`src/common/reset_combiner_pkg.sv`:
```
/*
  Constants for the system reset combiner: cause bit positions, register
  offsets, glitch filter timing.
  Assumes an AXI4-Lite master on the same clock as the combiner.
*/
// Contract
// - any active source asserts system reset
// - every reset kind sets its cause bit
// - power-on clears causes, sets bit 0
// - software sets or clears causes, no reset
// - master clear low, glitch filtered, resets
// - master clear reset sets external flag
// - software reset keeps clock source selected
// - software reset releases next instruction cycle
// - software reset sets bit 6
// - watchdog timeout resets asynchronously while running
// - watchdog timeout in sleep/idle only wakes
// - watchdog reset sets bit 4
// - hard trap during higher trap: conflict reset
// - trap conflict sets bit 15
// - pin-select versus shadow mismatch resets
// - mismatch reset sets bit 9
// - illegal opcode, uninit reg, security: bit 14
// - illegal opcode resets before execution
package reset_combiner_pkg;
  // ---------------------------------------------------------------
  // cause register fields
  // ---------------------------------------------------------------
  localparam int POWER_ON_BIT   = 0;
  localparam int BROWN_OUT_BIT  = 1;
  localparam int WATCHDOG_BIT   = 4;
  localparam int SOFTWARE_BIT   = 6;
  localparam int EXTERNAL_BIT   = 7;
  localparam int MISMATCH_BIT   = 9;
  localparam int ILLEGAL_BIT    = 14;
  localparam int TRAP_BIT       = 15;
  localparam logic [15:0] CAUSE_MASK  = 16'hc2d3;
  localparam logic [15:0] CAUSE_POR   = 16'h0001;
  // ---------------------------------------------------------------
  // register map (byte addresses)
  // ---------------------------------------------------------------
  localparam logic [3:0] CAUSE_OFFS   = 4'h0;
  localparam logic [3:0] STATE_OFFS   = 4'h4;
  // ---------------------------------------------------------------
  // timing
  // ---------------------------------------------------------------
  localparam int CLK_PERIOD_NS  = 10;
  localparam int CLEAR_PIN_MIN_NS = 2000;
  localparam int CLEAR_PIN_CYCLES = (CLEAR_PIN_MIN_NS + CLK_PERIOD_NS - 1) / CLK_PERIOD_NS;
  localparam int HARD_TRAP_LO   = 13;
  localparam int HARD_TRAP_HI   = 15;
  localparam logic [1:0] OKAY   = 2'b00;
  localparam logic [1:0] SLVERR = 2'b10;
endpackage

```
`src/core/system_reset_combiner.sv`:
```
/*
  System reset combiner: merges all reset sources into one system reset,
  records causes, exposes them over AXI4-Lite.
  Assumes rst_n is the raw power-on level; the AXI port and all request
  inputs are on mclk except the master clear pin, which is synchronised.
*/
// Register access over AXI4-Lite and the address map were chosen for this implementation.
`timescale 1ns/1ps
module system_reset_combiner (
  input  wire logic        mclk,
  input  wire logic        rst_n,
  input  wire logic        brownOut,
  input  wire logic        masterClearPinN,
  input  wire logic        resetInstr,
  input  wire logic        watchdogTimeout,
  input  wire logic        sleepOrIdle,
  input  wire logic [3:0]  trapLevel,
  input  wire logic        trapValid,
  input  wire logic [3:0]  trapInService,
  input  wire logic        trapBusy,
  input  wire logic [15:0] pinSelect,
  input  wire logic [15:0] pinSelectShadow,
  input  wire logic        opcodeIllegal,
  input  wire logic        uninitRegAccess,
  input  wire logic        securityViolation,
  output logic             systemResetSignal,
  output logic             clockReinit,
  output logic             wakeup,
  output logic             execInhibit,
  input  wire logic [3:0]  s_axi_awaddr,
  input  wire logic        s_axi_awvalid,
  output logic             s_axi_awready,
  input  wire logic [31:0] s_axi_wdata,
  input  wire logic [3:0]  s_axi_wstrb,
  input  wire logic        s_axi_wvalid,
  output logic             s_axi_wready,
  output logic [1:0]       s_axi_bresp,
  output logic             s_axi_bvalid,
  input  wire logic        s_axi_bready,
  input  wire logic [3:0]  s_axi_araddr,
  input  wire logic        s_axi_arvalid,
  output logic             s_axi_arready,
  output logic [31:0]      s_axi_rdata,
  output logic [1:0]       s_axi_rresp,
  output logic             s_axi_rvalid,
  input  wire logic        s_axi_rready
);

  // ---------------------------------------------------------------
  // master clear synchroniser and glitch filter
  // ---------------------------------------------------------------
  logic        clrPinMeta_r;
  logic        clrPinSync_r;
  logic [15:0] clrPinCount_r;
  logic        clrPinReset_r;

  // synchroniser resets to the idle high level of the pin
  always_ff @(posedge mclk or negedge rst_n) begin
    if (!rst_n) begin
      clrPinMeta_r <= 1'b1;
      clrPinSync_r <= 1'b1;
    end else begin
      clrPinMeta_r <= masterClearPinN;
      clrPinSync_r <= clrPinMeta_r;
    end
  end

  // low level must last the minimum width before a reset is raised
  always_ff @(posedge mclk or negedge rst_n) begin
    if (!rst_n) begin
      clrPinCount_r <= 16'h0000;
      clrPinReset_r <= 1'b0;
    end else if (clrPinSync_r) begin
      clrPinCount_r <= 16'h0000;
      clrPinReset_r <= 1'b0;
    end else if (clrPinCount_r >= 16'(reset_combiner_pkg::CLEAR_PIN_CYCLES - 1)) begin
      clrPinReset_r <= 1'b1;
    end else begin
      clrPinCount_r <= clrPinCount_r + 16'h0001;
    end
  end

  // ---------------------------------------------------------------
  // source detection
  // ---------------------------------------------------------------
  logic hardTrap;
  logic trapConflict;
  logic mismatch;
  logic illegalCond;
  logic watchdogReset;
  logic swPulse_r;
  logic instrPrev_r;

  assign hardTrap = trapValid
      && (trapLevel >= 4'(reset_combiner_pkg::HARD_TRAP_LO))
      && (trapLevel <= 4'(reset_combiner_pkg::HARD_TRAP_HI));
  assign trapConflict = hardTrap && trapBusy && (trapLevel < trapInService);
  assign mismatch = pinSelect != pinSelectShadow;
  assign illegalCond = opcodeIllegal || uninitRegAccess || securityViolation;
  assign execInhibit = opcodeIllegal;
  assign watchdogReset = watchdogTimeout && !sleepOrIdle;
  assign wakeup = watchdogTimeout && sleepOrIdle;

  // software reset held exactly one instruction cycle
  // fires once per rising edge of the request, so a held request cannot re-trigger
  always_ff @(posedge mclk or negedge rst_n) begin
    if (!rst_n) begin
      instrPrev_r <= 1'b0;
      swPulse_r   <= 1'b0;
    end else begin
      instrPrev_r <= resetInstr;
      swPulse_r   <= resetInstr && !instrPrev_r;
    end
  end

  // watchdog path is combinational so it asserts without a clock edge
  assign systemResetSignal = !rst_n || brownOut || clrPinReset_r || swPulse_r
      || watchdogReset || trapConflict || mismatch || illegalCond;
  // only power-on and brown-out reinitialise the clock source
  assign clockReinit = !rst_n || brownOut;

  // ---------------------------------------------------------------
  // reset cause register
  // ---------------------------------------------------------------
  logic [15:0] cause_r;
  logic [15:0] causeSet;
  logic [15:0] causeWr;
  logic        wrCause;
  logic [31:0] wdataHeld_r;
  logic [3:0]  wstrbHeld_r;

  always_comb begin
    causeSet = 16'h0000;
    causeSet[reset_combiner_pkg::BROWN_OUT_BIT] = brownOut;
    causeSet[reset_combiner_pkg::EXTERNAL_BIT]  = clrPinReset_r;
    causeSet[reset_combiner_pkg::SOFTWARE_BIT]  = swPulse_r;
    causeSet[reset_combiner_pkg::WATCHDOG_BIT]  = watchdogReset;
    causeSet[reset_combiner_pkg::TRAP_BIT]      = trapConflict;
    causeSet[reset_combiner_pkg::MISMATCH_BIT]  = mismatch;
    causeSet[reset_combiner_pkg::ILLEGAL_BIT]   = illegalCond;
  end

  always_comb begin
    causeWr = cause_r;
    if (wstrbHeld_r[0]) begin
      causeWr[7:0] = wdataHeld_r[7:0];
    end
    if (wstrbHeld_r[1]) begin
      causeWr[15:8] = wdataHeld_r[15:8];
    end
  end

  always_ff @(posedge mclk or negedge rst_n) begin
    if (!rst_n) begin
      cause_r <= reset_combiner_pkg::CAUSE_POR;
    end else begin
      // set wins over a concurrent software clear; other bits hold
      cause_r <= ((wrCause ? causeWr : cause_r) | causeSet)
          & reset_combiner_pkg::CAUSE_MASK;
    end
  end

  // ---------------------------------------------------------------
  // axi4-lite write channel
  // ---------------------------------------------------------------
  logic       awHave_r;
  logic       wHave_r;
  logic [3:0] awaddrHeld_r;

  assign s_axi_awready = !awHave_r && !s_axi_bvalid;
  assign s_axi_wready  = !wHave_r && !s_axi_bvalid;
  assign wrCause = awHave_r && wHave_r && (awaddrHeld_r == reset_combiner_pkg::CAUSE_OFFS);

  always_ff @(posedge mclk or negedge rst_n) begin
    if (!rst_n) begin
      awHave_r     <= 1'b0;
      wHave_r      <= 1'b0;
      awaddrHeld_r <= 4'h0;
      wdataHeld_r  <= 32'h00000000;
      wstrbHeld_r  <= 4'h0;
      s_axi_bvalid <= 1'b0;
      s_axi_bresp  <= 2'b00;
    end else begin
      if (s_axi_awvalid && s_axi_awready) begin
        awHave_r     <= 1'b1;
        awaddrHeld_r <= s_axi_awaddr;
      end
      if (s_axi_wvalid && s_axi_wready) begin
        wHave_r     <= 1'b1;
        wdataHeld_r <= s_axi_wdata;
        wstrbHeld_r <= s_axi_wstrb;
      end
      if (awHave_r && wHave_r) begin
        awHave_r     <= 1'b0;
        wHave_r      <= 1'b0;
        s_axi_bvalid <= 1'b1;
        s_axi_bresp  <= (awaddrHeld_r == reset_combiner_pkg::CAUSE_OFFS)
            ? reset_combiner_pkg::OKAY : reset_combiner_pkg::SLVERR;
      end else if (s_axi_bvalid && s_axi_bready) begin
        s_axi_bvalid <= 1'b0;
      end
    end
  end

  // ---------------------------------------------------------------
  // axi4-lite read channel
  // ---------------------------------------------------------------
  assign s_axi_arready = !s_axi_rvalid;

  always_ff @(posedge mclk or negedge rst_n) begin
    if (!rst_n) begin
      s_axi_rvalid <= 1'b0;
      s_axi_rdata  <= 32'h00000000;
      s_axi_rresp  <= 2'b00;
    end else if (s_axi_arvalid && s_axi_arready) begin
      s_axi_rvalid <= 1'b1;
      s_axi_rresp  <= reset_combiner_pkg::OKAY;
      unique case (s_axi_araddr)
        reset_combiner_pkg::CAUSE_OFFS: s_axi_rdata <= {16'h0000, cause_r};
        reset_combiner_pkg::STATE_OFFS: s_axi_rdata <= {28'h0000000, sleepOrIdle,
            clrPinReset_r, swPulse_r, systemResetSignal};
        default: begin
          s_axi_rdata <= 32'h00000000;
          s_axi_rresp <= reset_combiner_pkg::SLVERR;
        end
      endcase
    end else if (s_axi_rvalid && s_axi_rready) begin
      s_axi_rvalid <= 1'b0;
    end
  end
endmodule // system_reset_combiner

```
`config.mk`:
```
export PLATFORM = sky130hd
export DESIGN_NAME = system_reset_combiner
export DESIGN_NICKNAME = d
export VERILOG_FILES = /design/src/common/reset_combiner_pkg.sv /design/src/core/system_reset_combiner.sv
export SDC_FILE = /design/constraint.sdc
export NUM_CORES = 1
export LEC_CHECK = 0
export ABC_AREA = 1
export BUFFER_PORTS_ARGS = -buffer_cell sky130_fd_sc_hd__buf_2
export CAP_MARGIN = 20
export CORE_MARGIN = 4
export CORE_UTILIZATION = 40
export DETAILED_ROUTE_END_ITERATION = 10
export MAX_ROUTING_LAYER = met4
export PLACE_DENSITY_LB_ADDON = 0.08
export SLEW_MARGIN = 5
export SYNTH_ARGS = -nofsm -noshare
export SYNTH_HDL_FRONTEND = slang
export SYNTH_SLANG_ARGS = --single-unit
```
`constraint.sdc`:
```
create_clock -name mclk -period 3.25 [get_ports mclk]
set_clock_uncertainty 0.2 [all_clocks]
set_input_delay 0.1625 -clock mclk [delete_from_list [all_inputs] [get_ports mclk]]
set_output_delay 0.1625 -clock mclk [all_outputs]
set_load 0.02 [all_outputs]
```
== Yosys cells after proc, flatten, opt, wreduce, memory -nomap -nowiden ==
Index checks and enable logic that the tools add are counted.

* Flip-flop bits (word level): 91
* Output and inout bits: 45
* Bits of input ports: 101

* $add $sub $neg: 1
* Reductions and logical operators: 40
* Order comparisons: 4
* Bitwise gates (word level): 1
* Mux-type cells: 18
* Eq/ne operators: 3

{| class="wikitable"
|+ Operators with widths
! kind !! count
|-
| two-way mux 16 bit || 3
|-
| one-hot mux 16 bit (2 select lines) || 1
|-
| adder 16 x 1 -> 16 bit (second input constant) || 1
|-
| greater-or-equal comparator 16 x 8 -> 1 bit (second input constant) || 1
|-
| logical AND 1 bit || 16
|-
| two-way mux 8 bit || 2
|-
| != test 16 bit || 1
|-
| OR 16 bit || 1
|-
| two-way mux 1 bit || 10
|-
| nonzero test 2 bit || 5
|-
| logical OR 1 bit || 9
|-
| logical NOT 4 bit || 2
|-
| logical NOT 1 bit || 7
|-
| equality test 4 x 3 -> 1 bit (second input constant) || 1
|-
| greater-or-equal comparator 4 bit (second input constant) || 1
|-
| <= comparator 4 bit (second input constant) || 1
|-
| < comparator 4 bit || 1
|-
| two-way mux 2 bit || 2
|-
| != test 2 bit (second input constant) || 1
|-
| OR reduction 2 bit || 1
|}

== Depth between registers and ports, before layout ==
Gate-level depths: netlist of the first run.

* Word-level depth: 9
* Mapped depth: 9

== Worst setup path after synthesis of the first run ==
Ideal clock, no wire load.

* Path kind: reg2reg
* From: reg s_axi_bvalid
* To: reg awaddrHeld_r[0]
* Slack: 1.608 ns
* Path buffers: 0
* Library setup time: 0.125 ns
* Data required time: 2.925 ns
* Arrival: 1.317 ns
* Stages on the path, launching flop included: 4
* Cells stage by stage: dfrtp_1 -> nor2_1 -> nand2_1 -> mux2_2

* Cells in the longest elaborated chain, start to end: 3

{| class="wikitable"
|+ Ends and longest elaborated chain
! element !! line !! source
|-
| start, declared || system_reset_combiner.sv:38 || <nowiki>output logic s_axi_bvalid,</nowiki>
|-
| start signal, assigned || system_reset_combiner.sv:181 || <nowiki>s_axi_bvalid <= 1'b0;</nowiki>
|-
| start signal, assigned || system_reset_combiner.sv:196 || <nowiki>s_axi_bvalid <= 1'b1;</nowiki>
|-
| start signal, assigned || system_reset_combiner.sv:200 || <nowiki>s_axi_bvalid <= 1'b0;</nowiki>
|-
| logical NOT 1 bit || system_reset_combiner.sv:170 || <nowiki>assign s_axi_awready = !awHave_r && !s_axi_bvalid;</nowiki>
|-
| logical AND 1 bit || system_reset_combiner.sv:170 ||
|-
| net s_axi_awready || system_reset_combiner.sv:32 || <nowiki>output logic s_axi_awready,</nowiki>
|-
| logical AND 1 bit || system_reset_combiner.sv:184 || <nowiki>if (s_axi_awvalid && s_axi_awready) begin</nowiki>
|-
| end signal, assigned || system_reset_combiner.sv:186 || <nowiki>awaddrHeld_r <= s_axi_awaddr;</nowiki>
|-
| end, declared || system_reset_combiner.sv:168 || <nowiki>logic [3:0] awaddrHeld_r;</nowiki>
|}

The timed path passes the listed nets, and every way through them passes these cells.
A chain may end at the register's enable or synchronous reset.

== Worst setup path after layout of the first run ==
* From: in brownOut
* To: out systemResetSignal

* Cells in the longest elaborated chain, start to end: 7

{| class="wikitable"
|+ Ends and longest elaborated chain
! element !! line !! source
|-
| start, declared || system_reset_combiner.sv:12 || <nowiki>input wire logic brownOut,</nowiki>
|-
| logical OR 1 bit (3 in series) || system_reset_combiner.sv:117 || <nowiki>assign systemResetSignal = !rst_n || brownOut || clrPinReset_r || swPulse_r</nowiki>
|-
| logical OR 1 bit (4 in series) || system_reset_combiner.sv:118 || <nowiki>|| watchdogReset || trapConflict || mismatch || illegalCond;</nowiki>
|-
| end, declared || system_reset_combiner.sv:26 || <nowiki>output logic systemResetSignal,</nowiki>
|}

No other way between the ends.

==> impl_metrics.toml, run 1 <==
[outcome]
status = "finished, final reports clean"

[worst_setup_path]
cp_cell_sequence = "dlygate4sd3_1 > buf_2 > inv_1 > nand2_1 > nor2_1 > nand3_1 > a21oi_1 > nand3_1 > buf_2"
path_buf_inv = 4
critPathKind = "input pin to output port"
r2r_slack_ns = 1.61
rr_worst_depth = 5
start_kind = "input pin"
crit_family = "buffers and inverters"
cp.required_ns = 2.89
crit_arrival_ns = 1.73
r2r_start = "s_axi_rvalid"
endpoint_kind = "output port"
critPathMaxStageDelay_ns = 0.53
cp_slowest_cell = "dlygate4sd3_1"
worstPathMaxFanout = 2
timing.rr.end = "s_axi_rdata[14]"

[power]
p_sw_share_pct = 27.7
p_comb_share_pct = 21.4
p_seq_share_pct = 42.9
p_clk_share_pct = 35.8
ir_drop_mv = 0.391
p_per_area_nw_per_um2 = 562
p_leak_uw = 0.00222
power.internal_uw = 1640
power.switching_uw = 626

[placement]
hpwl_um = 4710
gp_congestion = 0.752
io_buffers = 95
dp.cells = 556
pre_cts_slack_ns = 1.61

[synth]
synthArstFlopShare_pct = 100
ys_warn_count = 0
ys_seq_area_share_pct = 49.1
synth_common_cells = "nand2_1 (83), inv_1 (66), dfrtp_1 (56)"
yosys.area.top_type_share_pct = 46.5
synth_area_um2 = 3010
ys.flop_type = "dfrtp_1"
synth_seq_cells = 59
netlist_top_cells_area = "dfrtp_1 (47%), nand2_1 (10%), inv_1 (8.2%)"
yosys.area.top_type = "dfrtp_1"
synthCells = 366
yosysMostFrequentCell = "nand2_1"
synth_edf_count = 0
ys_types = 27
syn_avg_cell_area_um2 = 8.23

[cells_and_area]
fin_cells = 600
layout.nets = 601
num_antenna_cells = 0
area_growth_pct = 33.6
fillers = 692
drive_gt1_share_pct = 27.1

[drt]
routed-via-count = 2581
dr.pass1.iters = 6
routedWlPerCell_um = 10.7
drc = 0
ant_nets = 0
wl_um = 6410
drt_iter0_drc = 76
via_per_inst = 4.30

[global_routing]
grt_antenna_before_repair = 0
track_usage_pct = 15.9
grt_start_max_net_pins = 60
grt_overflow_total = 0
grt_pass1_wl_um = 10800
grt_pass1_vias = 2463

[timing]
fmax_ghz = 0.477
report.final.slew_viol_count = 0
fin_crit_ns = 2.09
period_share_pct = 64.4
tns_ns = 0
worst_pin_slew_ns = 0.745
hold_viol = 0
slew_headroom_pct = 50.3
rsz0062_at_grt = "false"
setup_violations = 0
finalWorstSetupSlack_ns = 1.16

[clock_network]
cts_tree = "done"
cts_setup_buffers = 0
clock_latency_ns = 0.33
htreeDepth = 3
clk_path_buf_depth = 2
cts_made_buffers = 9
cts_sinks = 59
clk_pin_slew_worst_paths_ns = 0.06
root_buffer = "clkbuf_8"

[floorplanning]
die_h_um = 94.8
io_pins = 146
core_area_um2 = 7290
die_w_um = 94.8
rows = 31
start_util_pct = 41.3
dieArea_um2 = 8990

[hold_path]
min_from = "s_axi_araddr[3]"
hp-class = "input pin to flip-flop"
hold_end = "s_axi_rdata[0]"
holdPathStages = 6

[flow_run]
timing.max_cap.violations = 0
worst register-to-register path: stages, from the launching register on:
cell and delay [ns]:
dfrtp_1 0.37, inv_1 0.08, nand2_1 0.27, inv_1 0.21, nand3_1 0.20, o21ai_0 0.22
repair_timing:
item,CTS,global route
gates resized for setup,0,0
endpoints found under the hold margin,82,0
hold buffers,28,0
state kept, by name, indices dropped and copies added (netlist names):
register,flops
s_axi_rvalid,1
awHave_r,1
awaddrHeld_r,4
s_axi_rdata,10
clrPinMeta_r,1
s_axi_bvalid,1
wstrbHeld_r,2
s_axi_bresp,1
clrPinReset_r,1
wHave_r,1
instrPrev_r,1
swPulse_r,1
s_axi_rresp,1
clrPinSync_r,1
clrPinCount_r,16
wdataHeld_r,8
cause_r,8
routing by layer:
metal / track usage (%) / vias to the layer above / part of all wire (%)
met5: - / - / 0
met4: 4.69 / 0 / 0.78
met3: 5.18 / 6 / 7.8
met2: 25.7 / 95 / 47
met1: 19.0 / 1136 / 45
li1: - / 1344 / -
cells in the final DEF (no fill, tap or decap), types with 9 or more instances in the layout:
cell	synthesis	final
buf_2	0	95
dfrtp_1	56	56
nor2_1	44	44
clkbuf_8	0	10
nand3_1	9	9
conb_1	1	24
dlygate4sd3_1	0	28
nand2_1	83	83
inv_1	66	66
mux2_2	14	14
o21ai_0	21	21
how the worst max path moves through the flow:
stage                       from                end  slack [ns]  cells past startpoint
finish                  brownOut  systemResetSignal        1.16                      9
global route            brownOut  systemResetSignal         1.0                      9
CTS                     brownOut  systemResetSignal        1.19                      9
detailed placement  s_axi_rvalid    s_axi_rdata[14]        1.61                      5
global placement    s_axi_rvalid     s_axi_rdata[7]        1.62                      5
floorplan           s_axi_bvalid    awaddrHeld_r[0]        1.61                      3
through the flow:
step	util (%)	cell area, um^2	hold WS, ns	power (uW)
final	55.2	4030	0.0543	2260
after global routing	55.2	4030	0.0578	2400
after CTS	55.2	4030	0.0210	2290
after detailed placement	48.0	3500	0.0697	1440
after global placement	48.0	3500	0.0692	1430
after floorplan	-	3100	-0.333	1310
cell type report:
| class | instances | area [um^2] | area share (%) |
|---|---|---|---|
| Clock buffer | 11 | 141 | 3.51 |
| Sequential cell | 59 | 1480 | 36.8 |
| Inverter | 69 | 259 | 6.43 |
| Tap cell | 99 | 124 | 3.08 |
| Timing Repair Buffer | 124 | 763 | 19.0 |
| Clock inverter | 5 | 100 | 2.49 |
| Multi-Input combinational cell | 233 | 1160 | 28.8 |
cell families after synthesis:
| group | share of synthesized area [%] |
|---|---|
| flops | 49.1 |
| buf+inv | 15.3 |
| compound gates | 6.69 |
| fa+ha+maj | 1.66 |
| mux | 5.23 |
| xor+xnor | 0.872 |
| simple gates | 21.0 |
| other cells | 0.124 |
power groups by stage:
stage / Sequential (uW) / Combinational (uW) / Clock [uW]
after floorplan: 988 / 318 / 0
after global placement: 976 / 452 / 0
after detailed placement: 981 / 463 / 0
after CTS: 969 / 489 / 835
after global routing: 987 / 543 / 869
final: 970 / 483 / 810
Power figures use the tool's default switching activity.
==> run 2, diff against run 1 <==
- clock period: 3.25 -> 1.95 ns (I/O delays scaled with it)
==> impl_metrics.toml, run 2 (synthesis gave the netlist of run 1 again) <==
[hold_path]
min_from = "pinSelect[4]"
hp-class = "input pin to flip-flop"

[floorplanning]
die_h_um = 94.8
io_pins = 146
start_util_pct = 41.3
core_area_um2 = 7290
dieArea_um2 = 8990
die_w_um = 94.8
rows = 31

[timing]
worst_pin_slew_ns = 0.752
setup_violations = 0
rsz0062_at_grt = "false"
finalWorstSetupSlack_ns = 0.0987
tns_ns = 0
hold_viol = 0
fmax_ghz = 0.540
slew_headroom_pct = 49.9
report.final.slew_viol_count = 0
fin_crit_ns = 1.85
hold_ws_ns = 0.0159
period_share_pct = 94.9

[drt]
via_per_inst = 4.25
drc = 0
routed-via-count = 2578
dr.pass1.iters = 4
routedWlPerCell_um = 10.6
wl_um = 6430
ant_nets = 0
drt_iter0_drc = 140

[worst_setup_path]
critPathMaxStageDelay_ns = 0.53
worstPathMaxFanout = 2
r2r_start = "s_axi_rvalid"
cp.required_ns = 1.65
crit_family = "buffers and inverters"
crit_start = "brownOut"
start_kind = "input pin"
crit_arrival_ns = 1.55
cp_cell_sequence = "dlygate4sd3_1 > buf_2 > inv_1 > nand2_2 > nor2_2 > nand3_1 > a21oi_2 > nand3_1 > buf_2"
path_buf_inv = 4
endpoint_kind = "output port"
cp_slowest_cell = "dlygate4sd3_1"
r2r_slack_ns = 0.23
critPathKind = "input pin to output port"

[power]
p_per_area_nw_per_um2 = 921
p_leak_uw = 0.00226
ir_drop_mv = 0.741

[placement]
hpwl_um = 4680
gp_congestion = 0.807
pre_cts_slack_ns = 0.304
io_buffers = 95

[cells_and_area]
drive_gt1_share_pct = 28.0
mostFrequentLayoutCells = "buf_2 (95), nand2_1 (82), inv_1 (66), dfrtp_1 (56), nor2_1 (43)"
reg.largest.list = "clrPinCount_r x16, s_axi_rdata x10"
layout.nets = 607
largest-register = "clrPinCount_r"
area_growth_pct = 35.9
num_antenna_cells = 0
post-route-util_pct = 56.1
largest_reg_flops = 16
final_common_cell = "buf_2"

[global_routing]
grt_overflow_total = 0
grt_start_max_net_pins = 60
grt_antenna_before_repair = 0
track_usage_pct = 16.0
grt_pass1_wl_um = 11000
grt_pass1_vias = 2561

[outcome]
status = "finished, final reports clean"

[clock_network]
htreeDepth = 3
clk_pin_slew_worst_paths_ns = 0.06
cts_tree = "done"
clk_path_buf_depth = 2
cts_sinks = 59
root_buffer = "clkbuf_8"
clock_latency_ns = 0.33
cts_made_buffers = 9

[flow_run]
timing.max_cap.violations = 0
==> run 2: cell count changes in the layout (fill, tap and decap cells not counted) <==
cell           delta
nand2_1           -1
buf_4             +2
nor2_2            +1
nor3_2            +1
nor2_1            -1
nor3_1            -1
a21oi_2           +1
a21oi_1           -1
dlygate4sd3_1     +4
nand2_2           +1
==> run 2: per-layer routing <==
layer | vias to the layer above | GRT usage, % | share of wire [%]
li1 | 1348 | - | -
met1 | 1130 | 19.7 | 45
met2 | 91 | 25.5 | 46
met3 | 9 | 5.10 | 7.5
met4 | 0 | 4.45 | 1.2
met5 | - | - | 0
==> run 2: final timing paths <==
| path | endpoint | cells past startpoint |
|---|---|---|
| max in group asynchronous | s_axi_bresp[1] | 3 |
| min in group asynchronous | clrPinCount_r[2] | 3 |
| setup reg to reg | s_axi_rresp[1] | 6 |
| hold reg to reg | clrPinSync_r | 0 |
| setup / recovery | systemResetSignal | 9 |
| hold / removal | cause_r[9] | 7 |
==> run 2: area by class of cell <==
type,count,area [um^2]
clock buffers,11,141
clock inverters,5,100
fillers,692,3200
inverters,69,259
multi-input cells,233,1170
flip-flops and latches,59,1480
well taps,99,124
repair buffers,130,818
==> run 2: timing repair <==
item,in CTS,in global routing
hold buffers,32,0
buffers inserted,0,1
resized for setup,0,4
setup endpoints to repair,0,1
endpoints found under the hold margin,85,0
==> run 2: metrics by stage <==
stage | total power (uW) | std cells | instance area [um^2]
after detailed placement | 2410 | 557 | 3510
after CTS | 3820 | 605 | 4070
after floorplan | 2180 | 389 | 3100
final | 3770 | 606 | 4090
after global placement | 2390 | 557 | 3510
after global routing | 4000 | 606 | 4090
==> run 2: power breakdown <==
group          switching (uW)  internal, uW
clock                     458           880
combinational             432           388
sequential                142          1470
total                    1030          2740
==> run 2: worst register-to-register path, cell delays in order (launching register included) <==
cell and delay [ns]:
dfrtp_1 0.37, inv_1 0.08, nand2_1 0.07, buf_4 0.18, nand2_1 0.06, o21ai_0 0.06
dlygate4sd3_1 0.57
==> run 3, diff against run 2 <==
--- a/config.mk
+++ b/config.mk
@@ -8,3 +8,3 @@
 export ABC_AREA = 1
-export BUFFER_PORTS_ARGS = -buffer_cell sky130_fd_sc_hd__buf_2
+export BUFFER_PORTS_ARGS = -buffer_cell sky130_fd_sc_hd__clkbuf_2
 export CAP_MARGIN = 20
==> constraint.sdc (replaced) <==
create_clock -name mclk -period 1.95 [get_ports mclk]
set_clock_uncertainty 0.2 [all_clocks]
set_input_delay 0.39 -clock mclk [delete_from_list [all_inputs] [get_ports mclk]]
set_output_delay 0.39 -clock mclk [all_outputs]
set_load 0.02 [all_outputs]
==> impl_metrics.toml, run 3 (synthesis gave the netlist of run 1 again) <==
[outcome]
status = "finished, violations left"
violations = "negative setup slack"

[timing]
tns_ns = -0.0754
hold_viol = 0
rsz0062_at_grt = "true"
hold_ws_ns = 0.0342
setup_violations = 1
worst_pin_slew_ns = 0.720
fmax_ghz = 0.494
period_share_pct = 104
finalWorstSetupSlack_ns = -0.0754
report.final.slew_viol_count = 0
fin_crit_ns = 2.03
slew_headroom_pct = 52.0

[power]
totalPowerFinal_uw = 3560
ir_drop_mv = 0.824
p_leak_uw = 0.00216
power.internal_uw = 2540
p_comb_share_pct = 21.6
p_seq_share_pct = 45.3
p_clk_share_pct = 33.1
p_per_area_nw_per_um2 = 929
power.switching_uw = 1020
p_sw_share_pct = 28.7

[drt]
wl_um = 6120
drc = 0
routedWlPerCell_um = 10.5
routed-via-count = 2515
dr.pass1.iters = 4
drt_iter0_drc = 82
ant_nets = 0
via_per_inst = 4.30

[worst_setup_path]
cp.required_ns = 1.36
crit_arrival_ns = 1.44
rr_worst_depth = 11
endpoint = "systemResetSignal"
start_kind = "flip-flop"
r2r_slack_ns = 0.21
critPathKind = "flip-flop to output port"
cpMostUsedCell = "nand3_1"
crit_start = "clrPinReset_r"
endpoint_kind = "output port"
worstPathMaxFanout = 2
crit_family = "flip-flops"
timing.rr.end = "s_axi_rdata[0]"
cp_cell_sequence = "inv_2 > nand2_2 > nor2_2 > nand3_1 > a21oi_1 > nand3_1 > clkbuf_8"
r2r_start = "clrPinReset_r"
cp_slowest_cell = "dfrtp_1"
cp.depth = 7
critPathMaxStageDelay_ns = 0.39
path_buf_inv = 2

[cells_and_area]
num_antenna_cells = 0
drive_gt1_share_pct = 30.9
area_growth_pct = 27.1
fin_area_um2 = 3830
final_common_cell = "clkbuf_2"
layout.nets = 586
largest-register = "clrPinCount_r"
largest_reg_flops = 16
fillers = 716
mostFrequentLayoutCells = "clkbuf_2 (94), nand2_1 (82), inv_1 (64), dfrtp_1 (56), nor2_1 (43)"
reg.largest.list = "clrPinCount_r x16, s_axi_rdata x10"

[floorplanning]
io_pins = 146
die_h_um = 94.8
rows = 31
die_w_um = 94.8
core_area_um2 = 7290
start_util_pct = 41.3
dieArea_um2 = 8990

[placement]
io_buffers = 95
gp_congestion = 0.809
dpl_cell_area_um2 = 3530
hpwl_um = 4740

[hold_path]
hp-class = "input pin to asynchronous set/reset pin"

[clock_network]
root_buffer = "clkbuf_8"
clk_pin_slew_worst_paths_ns = 0.06
cts_made_buffers = 9
clk_path_buf_depth = 2
htreeDepth = 3
cts_sinks = 59
clock_latency_ns = 0.33
cts_tree = "done"

[global_routing]
track_usage_pct = 15.3
grt_overflow_total = 0
grt_start_max_net_pins = 60
grt_antenna_before_repair = 0
grt_pass1_wl_um = 10400
grt_pass1_vias = 2414

[flow_run]
timing.max_cap.violations = 0
run 3: cell types whose count changed in the layout (fill, tap and decap cells not counted), moves of 2 or more:
| cell | previous run | this run |
|---|---|---|
| inv_2 | 2 | 4 |
| buf_4 | 3 | 12 |
| clkbuf_2 | 0 | 94 |
| buf_2 | 95 | 0 |
| dlygate4sd3_1 | 32 | 2 |
| inv_1 | 66 | 64 |
run 3: metal layers:
| metal | track usage, % | vias to the layer above | share of wire (%) |
|---|---|---|---|
| met2 | 25.0 | 94 | 46 |
| met5 | - | - | 0 |
| li1 | - | 1309 | - |
| met3 | 5.98 | 6 | 9.4 |
| met4 | 3.61 | 0 | 0.98 |
| met1 | 17.9 | 1106 | 43 |
run 3: worst min path at each step:
stage	endpoint	cells past startpoint
CTS	s_axi_bvalid	2
detailed placement	clrPinSync_r	0
finish	clrPinCount_r[3]	2
global route	s_axi_bvalid	2
global placement	clrPinSync_r	0
floorplan	awHave_r	0
run 3: power groups by stage:
stage,logic (uW),clock network [uW],registers (uW)
2_1_floorplan,531,0,1650
3_3_place_gp,759,0,1630
3_5_place_dp,777,0,1640
4_1_cts,784,1220,1610
5_1_grt,872,1270,1650
6_report,768,1180,1610
run 3: what timing repair did:
| item | 4_1_cts | 5_1_grt |
|---|---|---|
| endpoints found under the setup margin | 1 | 2 |
| cloned | 0 | 0 |
| hold endpoints to repair | 2 | 0 |
| pin swaps | 2 | 3 |
| hold buffers | 2 | 0 |
| gates resized for setup | 4 | 2 |
| setup buffers | 7 | 2 |
run 3: cell type report:
type	instances	area [um^2]	area share, %
Sequential cell	59	1480	38.6
Multi-Input combinational cell	233	1160	30.3
Timing Repair Buffer	109	594	15.5
Inverter	69	259	6.76
Clock buffer	11	131	3.43
Tap cell	99	124	3.23
Clock inverter	5	78.8	2.06
run 3: per-stage QoR:
stage | instances | util, % | setup slack [ns]
6_report | 585 | 52.5 | -0.0754
3_3_place_gp | 560 | 48.5 | -0.0172
2_1_floorplan | 389 | - | 0.183
3_5_place_dp | 560 | 48.5 | -0.0606
4_1_cts | 585 | 52.5 | -0.121
5_1_grt | 585 | 52.5 | -0.205
